### src/tpc_defines.svh
// Register offsets, field positions and reset values of the timer PWM channel.
// Assumes byte addresses on a 32-bit AXI4-Lite bus, one aligned word per register.
`ifndef TPC_DEFINES_SVH
`define TPC_DEFINES_SVH

// ****************************************************************
// Register offsets
// ****************************************************************
`define TPC_OFF_CTRL     8'h00
`define TPC_OFF_MOD      8'h04
`define TPC_OFF_VAL_LO   8'h08
`define TPC_OFF_VAL_HI   8'h0C
`define TPC_OFF_COUNT    8'h10
`define TPC_OFF_CHFLAG   8'h14
`define TPC_OFF_IRQ_STAT 8'h18
`define TPC_OFF_IRQ_MASK 8'h1C

// ****************************************************************
// Field positions
// ****************************************************************
`define TPC_CTRL_CAS     0
`define TPC_CTRL_MODE_LO 2
`define TPC_CTRL_MODE_HI 3
`define TPC_CTRL_EDGE_LO 4
`define TPC_CTRL_EDGE_HI 5
`define TPC_CTRL_RUN     6
`define TPC_IRQ_MATCH    0
`define TPC_IRQ_WRAP     1

// ****************************************************************
// Reset values and bus answers
// ****************************************************************
`define TPC_CTRL_RST     7'h00
`define TPC_MOD_RST      16'hFFFF
`define TPC_VAL_RST      16'h0000
`define TPC_RESP_OKAY    2'h0
`define TPC_RESP_SLVERR  2'h2

`endif

### src/tpc_pkg.sv
// Types shared by the timer PWM channel modules.
// Assumes nothing beyond a SystemVerilog compiler.
package tpc_pkg;
   typedef logic [15:0] tpc_word_t;
   typedef logic [7:0]  tpc_byte_t;
   // Channel operating mode decoded from the control bits
   typedef enum logic [1:0] {TPC_IDLE, TPC_EDGE, TPC_CENTER, TPC_OTHER} tpc_mode_t;
endpackage

### src/tpc_top.sv
// Timer PWM channel: counter, channel value buffer, PWM output and flag.
// Assumes an AXI4-Lite master on aclk; the PWM pin is output only.
//
// Function
// - Edge mode with polarity 0 goes high on overflow and low on compare, reversed at 1.
// - Edge mode with a zero channel value never enters the active level.
// - Edge mode with a value above the modulus never compares, giving full duty.
// - Byte writes land in a buffer that moves to the compare value when both are in, at count 0 in edge and center modes.
// - Center select at 1 runs the counter up and down, modulus sets the period.
// - Center mode period is twice the modulus in timer clocks.
// - Center mode takes its polarity from the same polarity bit.
// - Center mode with a zero value or top bit set gives zero duty.
// - Center mode with a positive value above a nonzero modulus gives full duty.
// - Edge mode sets the channel flag when the count equals the channel value.
// - Center mode sets the channel flag on both matches of each period.
// - Edge PWM needs center select 0 and mode 1X; edge field 10 is high-true, X1 low-true.
// - The channel value clears to zero on reset.
//
// Added by the designer: the AXI4-Lite register port and the register addresses.
`timescale 1ns/10ps
`default_nettype none
`include "tpc_defines.svh"
module tpc_top #(
   parameter int AW = 8
) (
   input  wire logic          aclk,
   input  wire logic          aresetn,
   input  wire logic [AW-1:0] s_axi_awaddr,
   input  wire logic          s_axi_awvalid,
   output logic               s_axi_awready,
   input  wire logic [31:0]   s_axi_wdata,
   input  wire logic [3:0]    s_axi_wstrb,
   input  wire logic          s_axi_wvalid,
   output logic               s_axi_wready,
   output logic [1:0]         s_axi_bresp,
   output logic               s_axi_bvalid,
   input  wire logic          s_axi_bready,
   input  wire logic [AW-1:0] s_axi_araddr,
   input  wire logic          s_axi_arvalid,
   output logic               s_axi_arready,
   output logic [31:0]        s_axi_rdata,
   output logic [1:0]         s_axi_rresp,
   output logic               s_axi_rvalid,
   input  wire logic          s_axi_rready,
   output logic               pwm_out,
   output logic               pwm_oe,
   output logic               irq
);
   import tpc_pkg::*;

   logic [6:0]    ctrl_reg;
   tpc_word_t     mod_reg;
   logic          chflag_reg;
   logic          armed_reg;
   logic [1:0]    irq_stat_reg;
   logic [1:0]    irq_mask_reg;
   logic [AW-1:0] aw_addr_reg;
   logic          aw_held_reg;
   logic [31:0]   w_data_reg;
   logic [3:0]    w_strb_reg;
   logic          w_held_reg;
   tpc_word_t     count;
   tpc_word_t     chval;
   logic          down;
   logic          wrap;
   logic          pending;
   logic          wr_go;
   logic          wr_hit;
   logic          rd_go;
   logic          polarity_select_bit;
   logic          center_align_select;
   logic [1:0]    channel_mode_field;
   logic [1:0]    edge_level_field;
   tpc_mode_t     mode;
   logic          active;
   logic          match;
   logic          flag_wr_zero;

   // ****************************************************************
   // Control decode
   // ****************************************************************
   assign center_align_select = ctrl_reg[`TPC_CTRL_CAS];
   assign channel_mode_field  = ctrl_reg[`TPC_CTRL_MODE_HI:`TPC_CTRL_MODE_LO];
   assign edge_level_field    = ctrl_reg[`TPC_CTRL_EDGE_HI:`TPC_CTRL_EDGE_LO];
   assign polarity_select_bit = edge_level_field[0];

   // Edge field 00 releases the pin whatever the mode
   always_comb begin
      if (edge_level_field == 2'b00) mode = TPC_IDLE;
      else if (center_align_select) mode = TPC_CENTER;
      else if (channel_mode_field[1]) mode = TPC_EDGE;
      else mode = TPC_OTHER;
   end

   // ****************************************************************
   // Counter and channel value buffer
   // ****************************************************************
   tpc_counter #(.W(16)) u_cnt (
      .aclk    (aclk),
      .aresetn (aresetn),
      .run     (ctrl_reg[`TPC_CTRL_RUN]),
      .center  (center_align_select),
      .modulus (mod_reg),
      .count   (count),
      .down    (down),
      .wrap    (wrap)
   );

   // Non-PWM modes take a new value at once; PWM modes wait for count 0
   tpc_chan_buf u_buf (
      .aclk    (aclk),
      .aresetn (aresetn),
      .wr_lo   (wr_hit && aw_addr_reg == `TPC_OFF_VAL_LO && w_strb_reg[0]),
      .wr_hi   (wr_hit && aw_addr_reg == `TPC_OFF_VAL_HI && w_strb_reg[0]),
      .wdata   (w_data_reg[7:0]),
      .load_ok ((mode != TPC_EDGE && mode != TPC_CENTER) || count == '0),
      .value   (chval),
      .pending (pending)
   );

   // ****************************************************************
   // PWM level
   // ****************************************************************
   // Level follows count against value; a positive value above the modulus never ends it
   always_comb begin
      if (mode == TPC_EDGE) begin
         active = (chval != '0) && (count < chval);
      end else if (mode == TPC_CENTER) begin
         if (chval == '0 || chval[15]) active = 1'b0;
         else if (down) active = (count <= chval);
         else active = (count < chval);
      end else begin
         active = 1'b0;
      end
   end

   // Registered pin; polarity flips the active level the same way in both modes
   always_ff @(posedge aclk) begin
      if (!aresetn) begin
         pwm_out <= 1'b0;
         pwm_oe  <= 1'b0;
      end else begin
         pwm_oe  <= (mode == TPC_EDGE || mode == TPC_CENTER);
         pwm_out <= (mode == TPC_EDGE || mode == TPC_CENTER)
                    && (active ^ polarity_select_bit);
      end
   end

   // ****************************************************************
   // Channel flag
   // ****************************************************************
   // Every match counts; center mode meets the value twice a period
   assign match = ctrl_reg[`TPC_CTRL_RUN] && (mode == TPC_EDGE || mode == TPC_CENTER)
                  && count == chval;
   assign flag_wr_zero = wr_hit && aw_addr_reg == `TPC_OFF_CHFLAG
                         && w_strb_reg[0] && !w_data_reg[0];

   // Two-step clear; a match in the clearing cycle wins
   always_ff @(posedge aclk) begin
      if (!aresetn) begin
         chflag_reg <= 1'b0;
         armed_reg  <= 1'b0;
      end else begin
         if (match) chflag_reg <= 1'b1;
         else if (flag_wr_zero && armed_reg) chflag_reg <= 1'b0;
         if (rd_go && s_axi_araddr == `TPC_OFF_CHFLAG && chflag_reg) armed_reg <= 1'b1;
         else if (flag_wr_zero) armed_reg <= 1'b0;
      end
   end

   // ****************************************************************
   // Interrupt status and mask
   // ****************************************************************
   // Write one to clear; a new event in the same cycle stays set
   always_ff @(posedge aclk) begin
      if (!aresetn) begin
         irq_stat_reg <= 2'h0;
      end else begin
         if (wr_hit && aw_addr_reg == `TPC_OFF_IRQ_STAT && w_strb_reg[0])
            irq_stat_reg <= irq_stat_reg & ~w_data_reg[1:0] | {wrap, match};
         else
            irq_stat_reg <= irq_stat_reg | {wrap, match};
      end
   end

   assign irq = |(irq_stat_reg & irq_mask_reg);

   // ****************************************************************
   // AXI4-Lite write channel
   // ****************************************************************
   // Address and data may come in either order; one write in flight at a time
   assign s_axi_awready = !aw_held_reg && !s_axi_bvalid;
   assign s_axi_wready  = !w_held_reg && !s_axi_bvalid;
   assign wr_go  = aw_held_reg && w_held_reg && !s_axi_bvalid;
   assign wr_hit = wr_go && (aw_addr_reg[1:0] == 2'b00) && (aw_addr_reg <= `TPC_OFF_IRQ_MASK)
                   && aw_addr_reg != `TPC_OFF_COUNT;

   always_ff @(posedge aclk) begin
      if (!aresetn) begin
         aw_held_reg  <= 1'b0;
         w_held_reg   <= 1'b0;
         aw_addr_reg  <= '0;
         w_data_reg   <= 32'h0;
         w_strb_reg   <= 4'h0;
         s_axi_bvalid <= 1'b0;
         s_axi_bresp  <= `TPC_RESP_OKAY;
      end else begin
         if (s_axi_awvalid && s_axi_awready) begin
            aw_held_reg <= 1'b1;
            aw_addr_reg <= s_axi_awaddr;
         end
         if (s_axi_wvalid && s_axi_wready) begin
            w_held_reg <= 1'b1;
            w_data_reg <= s_axi_wdata;
            w_strb_reg <= s_axi_wstrb;
         end
         if (wr_go) begin
            aw_held_reg  <= 1'b0;
            w_held_reg   <= 1'b0;
            s_axi_bvalid <= 1'b1;
            s_axi_bresp  <= wr_hit ? `TPC_RESP_OKAY : `TPC_RESP_SLVERR;
         end else if (s_axi_bready) begin
            s_axi_bvalid <= 1'b0;
         end
      end
   end

   // Control, modulus and mask registers
   always_ff @(posedge aclk) begin
      if (!aresetn) begin
         ctrl_reg     <= `TPC_CTRL_RST;
         mod_reg      <= `TPC_MOD_RST;
         irq_mask_reg <= 2'h0;
      end else if (wr_hit) begin
         if (aw_addr_reg == `TPC_OFF_CTRL && w_strb_reg[0]) ctrl_reg <= w_data_reg[6:0];
         else if (aw_addr_reg == `TPC_OFF_MOD) begin
            if (w_strb_reg[0]) mod_reg[7:0] <= w_data_reg[7:0];
            if (w_strb_reg[1]) mod_reg[15:8] <= w_data_reg[15:8];
         end else if (aw_addr_reg == `TPC_OFF_IRQ_MASK && w_strb_reg[0])
            irq_mask_reg <= w_data_reg[1:0];
      end
   end

   // ****************************************************************
   // AXI4-Lite read channel
   // ****************************************************************
   assign s_axi_arready = !s_axi_rvalid;
   assign rd_go = s_axi_arvalid && s_axi_arready;

   // Read data is captured at the address handshake, answered next cycle
   always_ff @(posedge aclk) begin
      if (!aresetn) begin
         s_axi_rvalid <= 1'b0;
         s_axi_rdata  <= 32'h0;
         s_axi_rresp  <= `TPC_RESP_OKAY;
      end else if (rd_go) begin
         s_axi_rvalid <= 1'b1;
         s_axi_rresp  <= `TPC_RESP_OKAY;
         if (s_axi_araddr == `TPC_OFF_CTRL) s_axi_rdata <= {25'h0, ctrl_reg};
         else if (s_axi_araddr == `TPC_OFF_MOD) s_axi_rdata <= {16'h0, mod_reg};
         else if (s_axi_araddr == `TPC_OFF_VAL_LO) s_axi_rdata <= {24'h0, chval[7:0]};
         else if (s_axi_araddr == `TPC_OFF_VAL_HI) s_axi_rdata <= {24'h0, chval[15:8]};
         else if (s_axi_araddr == `TPC_OFF_COUNT) s_axi_rdata <= {16'h0, count};
         else if (s_axi_araddr == `TPC_OFF_CHFLAG) s_axi_rdata <= {30'h0, pending, chflag_reg};
         else if (s_axi_araddr == `TPC_OFF_IRQ_STAT) s_axi_rdata <= {30'h0, irq_stat_reg};
         else if (s_axi_araddr == `TPC_OFF_IRQ_MASK) s_axi_rdata <= {30'h0, irq_mask_reg};
         else begin
            s_axi_rdata <= 32'h0;
            s_axi_rresp <= `TPC_RESP_SLVERR;
         end
      end else if (s_axi_rready) begin
         s_axi_rvalid <= 1'b0;
      end
   end

   logic run;
   assign run = ctrl_reg[`TPC_CTRL_RUN];
endmodule
`default_nettype wire

### src/tpc_counter.sv
// Timer counter: up-counting modulo counter or up/down counter.
// Assumes run, center and modulus come from logic on the same clock.
`timescale 1ns/10ps
`default_nettype none
module tpc_counter #(
   parameter int W = 16
) (
   input  wire logic         aclk,
   input  wire logic         aresetn,
   input  wire logic         run,
   input  wire logic         center,
   input  wire logic [W-1:0] modulus,
   output logic      [W-1:0] count,
   output logic              down,
   output logic              wrap
);
   localparam logic [W-1:0] ONE = {{(W-1){1'b0}}, 1'b1};

   // ****************************************************************
   // Counting
   // ****************************************************************
   // Center mode runs 0..mod..1 so a period is twice the modulus
   always_ff @(posedge aclk) begin
      if (!aresetn) begin
         count <= '0;
         down  <= 1'b0;
      end else if (run) begin
         if (!center) begin
            down  <= 1'b0;
            count <= (count >= modulus) ? '0 : count + ONE;
         end else if (modulus == '0) begin
            count <= '0;
            down  <= 1'b0;
         end else if (!down) begin
            if (count >= modulus) begin
               down  <= 1'b1; // Also catches a modulus lowered below the count
               count <= count - ONE;
            end else begin
               count <= count + ONE;
            end
         end else begin
            count <= (count == '0) ? ONE : count - ONE;
            if (count <= ONE) down <= 1'b0;
         end
      end
   end

   // Pulse when edge counting reaches the modulus, or when center counting steps down from 1 to 0
   assign wrap = run && (center ? (down && count == ONE)
                                : (count >= modulus));
endmodule
`default_nettype wire

### src/tpc_chan_buf.sv
// Double buffer for the 16-bit channel value written as two bytes.
// Assumes single-cycle write strobes and a load permission from the timer.
`timescale 1ns/10ps
`default_nettype none
`include "tpc_defines.svh"
module tpc_chan_buf (
   input  wire logic              aclk,
   input  wire logic              aresetn,
   input  wire logic              wr_lo,
   input  wire logic              wr_hi,
   input  wire tpc_pkg::tpc_byte_t wdata,
   input  wire logic              load_ok,
   output tpc_pkg::tpc_word_t     value,
   output logic                   pending
);
   import tpc_pkg::*;

   tpc_word_t buf_reg;
   logic      lo_done_reg;
   logic      hi_done_reg;

   // ****************************************************************
   // Byte capture
   // ****************************************************************
   // A byte write never touches the live compare value directly
   always_ff @(posedge aclk) begin
      if (!aresetn) begin
         buf_reg     <= `TPC_VAL_RST;
         lo_done_reg <= 1'b0;
         hi_done_reg <= 1'b0;
      end else begin
         if (wr_lo) buf_reg[7:0] <= wdata;
         if (wr_hi) buf_reg[15:8] <= wdata;
         if (pending && load_ok) begin
            lo_done_reg <= 1'b0;
            hi_done_reg <= 1'b0;
         end else begin
            if (wr_lo) lo_done_reg <= 1'b1;
            if (wr_hi) hi_done_reg <= 1'b1;
         end
      end
   end

   assign pending = lo_done_reg && hi_done_reg;

   // Transfer only once both halves are in, so no torn 16-bit value
   always_ff @(posedge aclk) begin
      if (!aresetn) value <= `TPC_VAL_RST;
      else if (pending && load_ok) value <= buf_reg;
   end
endmodule
`default_nettype wire

### config.mk
export PLATFORM = sky130hd
export DESIGN_NAME = tpc_top
export DESIGN_NICKNAME = d
export VERILOG_FILES = /design/src/tpc_pkg.sv /design/src/tpc_top.sv /design/src/tpc_counter.sv /design/src/tpc_chan_buf.sv
export VERILOG_INCLUDE_DIRS = /design/src /design/src/src
export SDC_FILE = /design/constraint.sdc
export NUM_CORES = 1
export LEC_CHECK = 0
export BUFFER_PORTS_ARGS = -buffer_cell sky130_fd_sc_hd__buf_2
export CAP_MARGIN = 0
export CORE_MARGIN = 10
export CORE_UTILIZATION = 50
export CTS_BUF_LIST = sky130_fd_sc_hd__clkbuf_4
export DETAILED_ROUTE_END_ITERATION = 12
export HOLD_SLACK_MARGIN = 0.06
export PLACE_DENSITY = 0.71
export SYNTH_ARGS = -nofsm -noshare
export SYNTH_HDL_FRONTEND = slang
export SYNTH_SLANG_ARGS = --single-unit
### constraint.sdc
create_clock -name aclk -period 8.2 [get_ports aclk]
set_clock_uncertainty 0.1 [all_clocks]
set_input_delay 1.64 -clock aclk [delete_from_list [all_inputs] [get_ports aclk]]
set_output_delay 1.64 -clock aclk [all_outputs]
set_load 0.01 [all_outputs]
# == Word-level counts from Yosys, hierarchy flattened ==
# Cells that the tools add are included.
# totals
regBits,148
input_bits,59
elab_cells,167
# op_classes
n_addsub,2
magnitude_cmp,5
n_eq_ne,20
n_mux,45
bitwise_logic,9
n_reduce_logical,60
# op_table
operator,count
$mux W16,11
$eq A8 B5 Y1 const B,7
$logic_not A16 Y1,3
$logic_and A1 B1 Y1,33
$eq A8 B4 Y1 const B,4
$mux W2,16
$mux W1,18
$add A16 B1 Y16 const B,1
$eq A16 B1 Y1 const B,1
$eq A16 B16 Y1,1
$eq A8 B3 Y1 const B,2
$ge A16 B16 Y1,1
$le A16 B1 Y1 const B,1
$le A16 B16 Y1,1
$logic_not A8 Y1,2
$lt A16 B16 Y1,1
$reduce_bool A16 Y1,1
$sub A16 B1 Y16 const B,1
$reduce_and A4 Y1,3
$le A8 B5 Y1 const B,1
$ne A8 B5 Y1 const B,1
$reduce_bool A2 Y1,4
$reduce_or A2 Y1,3
$logic_not A1 Y1,5
other kinds (12),19

# == Longest topological paths before layout ==
# Gate-level depths: netlist (run 1).
# depth
ltp_word,11
ltp_mapped,11

# == Modules after synthesis ==
# From an unflattened synthesis (run 1), not the netlist that was laid out.
# unflattened
cells_unflattened,898
hier_area_um2,7508.5
# by_module_without_submodules
module,instances,cells_each,area_per_inst_um2
tpc_top,1,501,4215.3
tpc_counter,1,268,1973.1
tpc_chan_buf,1,129,1320.0

# == Worst setup path before layout (run 1) ==
# OpenSTA, ideal clock, no wires.
# synth_timing
path_kind,input-to-reg
from,input port s_axi_araddr[6]
to,register s_axi_rdata[2]
setup_time_ns,0.086
arrival_ns,3.171
t_required_ns,8.014
slack_ns,4.844
stages,5
cell_sequence,or4_1 or3_1 nor3_2 a222oi_1 a211oi_1
# synth_via
elab_chain_cells,6
# synth_rtl
element,line,rtl
from (decl),tpc_top.sv:38,"input wire logic [AW-1:0] s_axi_araddr,"
$eq A8 B5 Y1 (no line),--,
$mux W16,tpc_top.sv:263,"else if (s_axi_araddr == `TPC_OFF_COUNT) s_axi_rdata <= {16'h0, count};"
$mux W16,tpc_top.sv:262,"else if (s_axi_araddr == `TPC_OFF_VAL_HI) s_axi_rdata <= {24'h0, chval[15:8]};"
$mux W16,tpc_top.sv:261,"else if (s_axi_araddr == `TPC_OFF_VAL_LO) s_axi_rdata <= {24'h0, chval[7:0]};"
$mux W16,tpc_top.sv:260,"else if (s_axi_araddr == `TPC_OFF_MOD) s_axi_rdata <= {16'h0, mod_reg};"
$mux W16 *,tpc_top.sv:259,"if (s_axi_araddr == `TPC_OFF_CTRL) s_axi_rdata <= {25'h0, ctrl_reg};"
to (signal assigned),tpc_top.sv:259,
to (signal assigned),tpc_top.sv:260,
to (signal assigned),tpc_top.sv:261,
to (decl),tpc_top.sv:41,"output logic [31:0] s_axi_rdata,"
# Mark *: on every way between the ends. The rest lies on a longest branch, timed or not.
# A chain may end at the register's enable or synchronous reset.

# == Worst setup path in the final report (run 1) ==
# layout_timing
from,register u_cnt.count[0]
to,register u_cnt.count[5]
# layout_via
elab_chain_cells,5
# layout_rtl
element,line,rtl
from (decl),tpc_counter.sv:13,"output logic [W-1:0] count,"
from (signal assigned),tpc_counter.sv:30,count <= (count >= modulus) ? '0 : count + ONE;
from (signal assigned),tpc_counter.sv:37,count <= count - ONE;
from (signal assigned),tpc_counter.sv:39,count <= count + ONE;
$add A16 B1 Y16 (tied with other cells),"tpc_counter.sv:30, tpc_counter.sv:39",
"$mux W16, on equally long branches","tpc_counter.sv:35, tpc_counter.sv:42",
$mux W16,tpc_counter.sv:34,end else if (!down) begin
$mux W16,tpc_counter.sv:31,end else if (modulus == '0) begin
$mux W16 *,tpc_counter.sv:28,if (!center) begin
# Marks and branches as above.

==> metrics, run 1 <==
status=completed; Crit path arrival time=4.04 ns; grt ovf=0; TritonCTS Buffers=17; detailed-route via count=~6300; Leak=around 3.3 nW; nets=1000; async set-or-reset flop fraction in the synthesized netlist=0; detailed-route wire length per cell=approximately 17 um; WP data required=approximately 8.6 ns; Global Route Usage Sum=0.194; CTS resizes=0; Crit Reg-Reg Endpoint=u_cnt.count[5]; Core Footprint=0.0138 sq mm; register area=about 0.0026 sq mm; vias in the first global route=between 5000 and 6000; die area=0.0193 sq mm; Fin. Hold Viols=0; Hold Path Class=reg2reg; antenna violations before repair=2; Synth Cell Area=about 0.0071 sq mm; GP Congestion=about 0.9; yosys warns=0; kind of critical path=reg2reg; Die W=around 140 um; DP HPWL=between 10 and 15 mm; Setup Buffers After CTS=0; DRT Pass-1 Iters=9; max_cap viols=0; Slew Limit Fails=0; min-delay src=w_data_reg[14]; largest net degree at the start of global routing=57; worst slew pin tran=around 1.0 ns; CTS tree=built; final setup vio count=0; remaining routing DRC violations=0; initial core utilization=0.510; first-pass GRT wire length=between 30 and 40 mm; prevailing post-synth register cell=dfxtp_1; Die Y=approximately 140 um; # port buffers=66; Power, Total=1.25 mW; clk slew on worst S/H paths=around 0.11 ns; setup_tns=0 ns; element type at the critical path end=register; fillcell total=about 1300; Relative slew margins=0.297; synth unique cells=68; CTS Hold Bufs=0; row count=43; Synth-to-Final Area Change=9.26%; top fanout value on the critical path=15; Worst-Skew Late Latency=0.57 ns; DRT antenna net count=0; number of synthesized flops with an enable pin=0; FF-to-FF path depth=9; synthesized flop and latch total=between 100 and 150; Max Clock Freq=roughly 0.27 GHz; H-tree Lvls=4; drt via density=approximately 5.7; Clock Path Buffers=2; drt total wl=around 19 mm; I/O Pins=approximately 100; area occupied by multi-input gates=~0.004 sq mm; clock sink count=between 100 and 150; Final Hold Slack=~0.36 ns; fraction of layout cells with a size suffix above 1=0.128; most frequent cells in the layout=dfxtp_1, nand2_1, nor2_1, buf_2, a21oi_1; Initial DRC Count=between 600 and 700; final cycle utilization of the critical path=0.449; syn_area_per_cell=approximately 8 sq um; crit start category=register; final design utilization=0.557; Clk Tree Root Cell=clkbuf_4; worst reg-to-reg setup slack=between 4 and 5 ns; Final Critical Period=~3.7 ns; r2r startpoint=u_cnt.count[0]; worst hold endpoint=w_data_reg[14]; most common cell after layout, fill and taps aside=dfxtp_1; number of stages on the worst hold path=2; Mapped Cells=860; sequential share of the synthesized area=0.369; VDD IR max=about 0.13 mV; RSZ-0062 raised after global routing=false; P per Cell Area=162 mW/mm^2
## how the worst max path moves through the flow
stage	from	to	slack [ns]	depth (start not counted)
3_3_place_gp	s_axi_araddr[6]	s_axi_rdata[6]	4.40	8
3_5_place_dp	s_axi_araddr[6]	s_axi_rdata[6]	4.40	8
6_report	u_cnt.count[0]	u_cnt.count[5]	4.52	9
2_1_floorplan	s_axi_araddr[6]	s_axi_rdata[2]	4.84	5
5_1_grt	u_cnt.count[0]	u_cnt.count[8]	4.42	9
4_1_cts	u_cnt.count[0]	u_cnt.count[8]	4.67	9
## routing by layer
| metal | part of all wire | track usage | up-vias |
|---|---|---|---|
| met2 | 0.46 | 0.310 | 220 |
| met4 | 0.016 | 0.0560 | 0 |
| met1 | 0.45 | 0.249 | 2913 |
| met3 | 0.070 | 0.0548 | 29 |
| met5 | 0 | 0 | - |
| li1 | - | - | 3136 |
## cells in the mapped netlist, types with 15 or more instances
cell / count / area share
dfxtp_1: 130 / 0.37
nand2_1: 109 / 0.058
nor2_1: 84 / 0.045
a21oi_1: 57 / 0.040
mux2i_1: 55 / 0.078
inv_1: 48 / 0.026
o21ai_0: 42 / 0.030
ha_1: 38 / 0.067
clkbuf_1: 36 / 0.019
buf_4: 18 / 0.019
nand3_1: 18 / 0.013
a211oi_1: 15 / 0.016
## worst max-delay path, cell delays in order (launching register included)
cell	delay (ns)
dfxtp_1	0.55
inv_1	0.27
ha_1	0.33
nand2b_1	0.14
a2111oi_0	0.59
o21a_1	0.23
o21ai_1	0.31
o21ai_2	0.61
o21ai_1	0.16
a32o_1	0.28
## where the power goes
| group | internal, mW | leakage, nW | switching, mW |
|---|---|---|---|
| registers | 0.648 | 1.06 | 0.0146 |
| logic | 0.0353 | 2.09 | 0.0637 |
| clock network | 0.239 | 0.163 | 0.251 |
| total | 0.922 | 3.31 | 0.329 |
## logic make-up (layout without fill, tap and decap cells)
group,count (synthesis),after routing,share of synthesized area
adders and majority gates,38,38,0.0674
buffers and inverters,114,152,0.0735
and+or+nand+nor,300,300,0.199
AOI/OAI and AO/OA,211,211,0.199
DFF,130,130,0.369
other,1,20,0.000532
muxes,55,55,0.0781
xor gates and xnor gates,11,11,0.0137
## cell type report
class,count,area share
timing repair buffer,72,0.0487
sequential,130,0.338
inverter,49,0.0239
clock inverter,14,0.0244
tap,180,0.0292
clock buffer,17,0.0166
multi-input combinational,633,0.519
antenna,2,0.000650
## through the flow
stage	instance area [sq um]	setup slack, ns	instances
after floorplan	7110	4.84	877
after global placement	7380	4.40	1064
after detailed placement	7380	4.40	1064
after CTS	7700	4.67	1095
after global routing	7700	4.42	1096
final	7700	4.52	1097
Note: power is estimated with default switching activity, not from simulation.
==> run 2, diff against run 1 <==
ABC_AREA = 1   (was default)
clock period = 3.39 ns   (was 8.2 ns; I/O delays follow)
==> metrics, run 2 <==
CP max stage cell=dfxtp_1 (was o21ai_2); vias in the first global route=6714 (was 5975); final cycle utilization of the critical path=0.746 (was 0.449); CP max stage delay=0.54 ns (was 0.61 ns); syn_area_per_cell=6.96 sq um (was 8.20 sq um); commonest cells in the netlist=nand2_1, inv_1, dfxtp_1 (was dfxtp_1, nand2_1, nor2_1); Die W=143 um (was 139 um); max_cap viols=0 (unchanged); P per Cell Area=366 mW/mm^2 (was 162 mW/mm^2); DRT antenna net count=0 (unchanged); Final Hold Slack=0.253 ns (was 0.364 ns); detailed-route wire length per cell=15.6 um (was 17.3 um); synthesized flop and latch total=130 (unchanged); antenna violations before repair=1 (was 2); Die Y=143 um (was 139 um); CTS Hold Bufs=0 (unchanged); drt total wl=20.9 mm (was 19.0 mm); count leader, synth=nand2_1 (was dfxtp_1); Core Footprint=0.0147 sq mm (was 0.0138 sq mm); H-tree Lvls=4 (unchanged); Crit path arrival time=2.94 ns (was 4.04 ns); clock sink count=130 (unchanged); RSZ-0062 raised after global routing=false (unchanged); Final Non-Filler Cells=1340 (was 1097); Design Area, Final=0.00824 sq mm (was 0.00770 sq mm); worst slew pin tran=0.875 ns (was 1.05 ns); number of synthesized flops with an enable pin=0 (unchanged); element type at the critical path end=register (unchanged); setup_tns=0 ns (unchanged); dpl cell area=0.00793 sq mm (was 0.00738 sq mm); crit start category=register (unchanged); share of the synthesized area in the top cell type=0.344 (was 0.369); top fanout value on the critical path=8 (was 15); dpl cells=1308 (was 1064); TritonCTS Buffers=17 (unchanged); Max Clock Freq=0.395 GHz (was 0.272 GHz); Power, Total=3.02 mW (was 1.25 mW); Relative slew margins=0.417 (was 0.297); min-delay src=s_axi_awaddr[7] (was w_data_reg[14]); Initial DRC Count=547 (was 621); top cells by area, synth=dfxtp_1, nand2_1, a21oi_1, inv_1, ha_1 (was dfxtp_1, mux2i_1, ha_1, nand2_1, nor2_1); WP data required=3.80 ns (was 8.56 ns); final setup vio count=0 (unchanged); Fin. Hold Viols=0 (unchanged); DRT Pass-1 Iters=5 (was 9); Worst-Skew Late Latency=0.58 ns (was 0.57 ns); fraction of layout cells with a size suffix above 1=0.139 (was 0.128); critical-path cell list=ha_1 > nand2_1 > nand2_1 > nand3_1 > nand2_1 > a21oi_1 > nand4_1 > nand2_1 > o21ai_0 > a21oi_1 (was inv_1 > ha_1 > nand2b_1 > a2111oi_0 > o21a_1 > o21ai_1 > o21ai_2 > o21ai_1 > a32o_1); Setup Buffers After CTS=0 (unchanged); Slew Limit Fails=0 (unchanged); DP HPWL=15.7 mm (was 13.7 mm); most common cell after layout, fill and taps aside=nand2_1 (was dfxtp_1); most frequent cells in the layout=nand2_1, inv_1, dfxtp_1, a21oi_1, nor2_1 (was dfxtp_1, nand2_1, nor2_1, buf_2, a21oi_1); grt ovf=0 (unchanged); synth unique cells=43 (was 68); Clk Tree Root Cell=clkbuf_4 (unchanged); Hold Path Class=in2reg (was reg2reg); first-pass GRT wire length=33.7 mm (was 31.1 mm); CTS tree=built (unchanged); detailed-route via count=7185 (was 6298); kind of critical path=reg2reg (unchanged); CP startpoint=u_cnt.count[13] (was u_cnt.count[0]); yosys warns=0 (unchanged); fillcell total=1494 (was 1337); largest net degree at the start of global routing=94 (was 57); Leak=3.93 nW (was 3.31 nW); # port buffers=66 (unchanged); Synth Cell Area=0.00756 sq mm (was 0.00705 sq mm); Mapped Cells=1087 (was 860); most frequent CP cell=nand2_1 (was o21ai_1); area leader, netlist=dfxtp_1 (unchanged); clk slew on worst S/H paths=0.14 ns (was 0.11 ns); Synth-to-Final Area Change=8.95% (was 9.26%); r2r startpoint=u_cnt.count[13] (was u_cnt.count[0]); initial core utilization=0.515 (was 0.510); CTS resizes=0 (unchanged); sequential share of the synthesized area=0.344 (was 0.369); I/O Pins=103 (unchanged); remaining routing DRC violations=0 (unchanged); VDD IR max=0.328 mV (was 0.130 mV); Final Critical Period=2.53 ns (was 3.68 ns); GP Congestion=0.958 (was 0.912); drt via density=5.36 (was 5.74); Clock Path Buffers=2 (unchanged); row count=44 (was 43); async set-or-reset flop fraction in the synthesized netlist=0 (unchanged); nets=1240 (was 1000); status=completed (unchanged); die area=0.0204 sq mm (was 0.0193 sq mm); Global Route Usage Sum=0.206 (was 0.194); prevailing post-synth register cell=dfxtp_1 (unchanged)
run 2: per-stage QoR:
step | util | worst slack [ns]
2_1_floorplan | - | 1.43
3_3_place_gp | 0.540 | 0.887
3_5_place_dp | 0.540 | 0.874
4_1_cts | 0.560 | 0.878
5_1_grt | 0.561 | 0.573
6_report | 0.561 | 0.862
run 2: layout make-up:
| cell class | instances | area [sq um] | area share |
|---|---|---|---|
| sequential | 130 | 2600 | 0.316 |
| inverter | 142 | 533 | 0.0647 |
| tap | 184 | 230 | 0.0279 |
| antenna | 1 | 2.50 | 0.000304 |
| multi-input combinational | 771 | 4120 | 0.500 |
| clock inverter | 14 | 179 | 0.0217 |
| timing repair buffer | 81 | 443 | 0.0538 |
| clock buffer | 17 | 128 | 0.0155 |
run 2: worst paths after layout:
check                         end  depth (start not counted)  slack, ns
setup / recovery  u_cnt.count[14]                         10       0.86
hold / removal     aw_addr_reg[7]                          3       0.25
setup reg to reg  u_cnt.count[14]                         10       0.86
hold reg to reg    u_buf.value[1]                          2       0.35
run 2: worst max-delay path: cells and delay by family (launching register included):
kind | cells | cell delay, ns
flops | 1 | 0.54
simple gates | 6 | 0.90
fa+ha+maj | 1 | 0.31
compound gates | 3 | 0.62
run 2: routing by layer:
layer	vias to the layer above	GRT usage	part of all wire	wire (um)
met5	-	0	0	0
met4	0	0.109	0.040	836
met3	49	0.0408	0.057	1200
met2	207	0.322	0.46	9550
met1	3255	0.264	0.45	9320
li1	3674	-	-	-
run 2: cells by family after synthesis:
kind of cell / after synthesis / share of synthesized area
compound gates: 237 / 0.172
xor+xnor: 19 / 0.0220
fa+ha+maj: 38 / 0.0629
buf+inv: 203 / 0.119
flops: 130 / 0.344
other cells: 1 / 0.000496
simple gates: 459 / 0.280
run 2: power breakdown:
part           switching (mW)  leakage, nW  total (mW)  internal, mW
combinational           0.165         2.71       0.243        0.0786
sequential             0.0333         1.06        1.60          1.57
clock                   0.654        0.161        1.17         0.520
total                   0.852         3.93        3.02          2.17
==> run 3, diff against run 2 <==
ABC_AREA = 0   (was 1)
PLACE_DENSITY = 0.74   (was 0.71)
clock period = 2.2 ns   (was 3.39 ns; I/O delays follow)
==> metrics, run 3 (synthesis results as in run 1) <==
grt ovf=0 (unchanged); worst path bufs/invs=0 (unchanged); Synth-to-Final Area Change=32.4% (was 8.95%); VDD IR max=0.600 mV (was 0.328 mV); Core Footprint=0.0138 sq mm (was 0.0147 sq mm); detailed-route via count=7093 (was 7185); row count=43 (was 44); Initial DRC Count=711 (was 547); kind of critical path=reg2reg (unchanged); P per Cell Area=488 mW/mm^2 (was 366 mW/mm^2); # port buffers=66 (unchanged); Die Y=139 um (was 143 um); CTS tree=built (unchanged); top fanout value on the critical path=4 (was 8); Clk Tree Root Cell=clkbuf_4 (unchanged); final setup vio count=36 (was 0); drt total wl=22.3 mm (was 20.9 mm); H-tree Lvls=4 (unchanged); RSZ-0062 raised after global routing=true (was false); number of stages on the worst hold path=3 (unchanged); CP max stage cell=or4_4 (was dfxtp_1); dpl cell area=0.00832 sq mm (was 0.00793 sq mm); max_cap viols=0 (unchanged); diodes inserted=0 (was 1); CP Depth=6 (was 10); DRT antenna net count=0 (unchanged); Relative slew margins=0.599 (was 0.417); most frequent cells in the layout=buf_4, dfxtp_1, nand2_1, nor2_1, buf_2 (was nand2_1, inv_1, dfxtp_1, a21oi_1, nor2_1); Clock Path Buffers=2 (unchanged); drt via density=5.68 (was 5.36); WP data required=2.55 ns (was 3.80 ns); Global Route Usage Sum=0.222 (was 0.206); Crit path arrival time=2.76 ns (was 2.94 ns); crit start category=register (unchanged); Die W=139 um (was 143 um); critical-path cell list=or4_4 > nor4_1 > o21ai_0 > nor2b_1 > a32o_2 > o31a_1 (was ha_1 > nand2_1 > nand2_1 > nand3_1 > nand2_1 > a21oi_1 > nand4_1 > nand2_1 > o21ai_0 > a21oi_1); Worst-Skew Late Latency=0.56 ns (was 0.58 ns); detailed-route wire length per cell=17.9 um (was 15.6 um); antenna violations before repair=0 (was 1); Fin. Hold Viols=0 (unchanged); initial core utilization=0.510 (was 0.515); status=complete, but fails checks (was completed); DRT Pass-1 Iters=8 (was 5); Final Critical Period=2.41 ns (was 2.53 ns); Max Clock Freq=0.414 GHz (was 0.395 GHz); first-pass GRT wire length=35.5 mm (was 33.7 mm); FF-to-FF path depth=6 (was 10); I/O Pins=103 (unchanged); failing checks=setup timing; DP HPWL=15.6 mm (was 15.7 mm); clock sink count=130 (unchanged); final cycle utilization of the critical path=1.10 (was 0.746); die area=0.0193 sq mm (was 0.0204 sq mm); fin worst setup slack=-0.214 ns (was 0.862 ns); CP max stage delay=0.58 ns (was 0.54 ns); GP Congestion=0.935 (was 0.958); clk slew on worst S/H paths=0.12 ns (was 0.14 ns); Slew Limit Fails=0 (unchanged); element type at the critical path end=register (unchanged); TritonCTS Buffers=17 (unchanged); worst slew pin tran=0.601 ns (was 0.875 ns); remaining routing DRC violations=0 (unchanged); fraction of layout cells with a size suffix above 1=0.291 (was 0.139); Leak=4.08 nW (was 3.93 nW); Hold Path Class=in2reg (unchanged); most common cell after layout, fill and taps aside=buf_4 (was nand2_1); nets=1154 (was 1240); Design Area, Final=0.00934 sq mm (was 0.00824 sq mm); vias in the first global route=6853 (was 6714); setup_tns=-3.42 ns (was 0 ns); largest net degree at the start of global routing=72 (was 94); CP delay by family, top=simple AND/OR/NAND/NOR gates (unchanged)
[run 3: cell types whose count changed in the layout (fill, tap and decap cells not counted), moves of 17 or more]
cell,before,now
a21oi_1,114,54
buf_4,15,120
dfxtp_1,130,113
dlygate4sd3_1,0,29
inv_1,134,40
mux2i_1,0,54
nand2_1,206,108
nand3_1,83,18
o21ai_0,85,39
[run 3: power breakdown]
part / switching (mW) / leakage, nW / internal [mW]
Combinational: 0.260 / 2.89 / 0.202
Sequential: 0.0585 / 1.05 / 2.41
Clock: 0.951 / 0.143 / 0.679
Total: 1.27 / 4.08 / 3.29
[run 3: metal layers]
metal,GRT usage,share of wire,vias to the layer above
li1,-,-,3424
met1,0.265,0.41,3256
met2,0.362,0.47,332
met3,0.0630,0.080,81
met4,0.102,0.042,0
met5,0,0,-
[run 3: path summary, 6_finish.rpt]
kind / slack (ns) / end / from
hold / removal: 0.1 / w_held_reg / s_axi_wvalid
setup reg to reg: -0.21 / u_cnt.count[9] / mod_reg[9]
hold reg to reg: 0.37 / w_data_reg[10] / w_data_reg[10]
setup / recovery: -0.21 / u_cnt.count[9] / mod_reg[9]
[run 3: cell type report]
type	instances	area, sq um
multi-input combinational	633	4320
inverter	49	186
clock inverter	12	133
tap	180	225
fill	1059	4490
clock buffer	18	135
timing repair buffer	226	1700
sequential	130	2630
[run 3: what timing repair did]
item | in CTS | in global routing
cloned | 1 | 1
pin swaps | 18 | 28
endpoints found under the setup margin | 36 | 35
resized for setup | 45 | 28
hold buffers | 29 | 0
endpoints found under the hold margin | 28 | 0
buffers inserted | 8 | 7
[run 3: worst register-to-register path, cell delays in order (launching register included)]
cell,delay (ns)
dfxtp_2,0.36
or4_4,0.58
nor4_1,0.33
o21ai_0,0.16
nor2b_1,0.23
a32o_2,0.29
o31a_1,0.26
[run 3: stage by stage]
stage	hold slack [ns]	total power, mW	setup slack [ns]	std cells	util
detailed placement	0.351	2.93	-0.295	1172	0.601
floorplan	0.332	2.77	0.00394	877	-
global placement	0.344	2.92	-0.248	1172	0.601
finish	0.0997	4.56	-0.214	1248	0.675
CTS	0.0928	4.56	-0.211	1240	0.661
global route	0.108	4.71	-0.289	1248	0.675
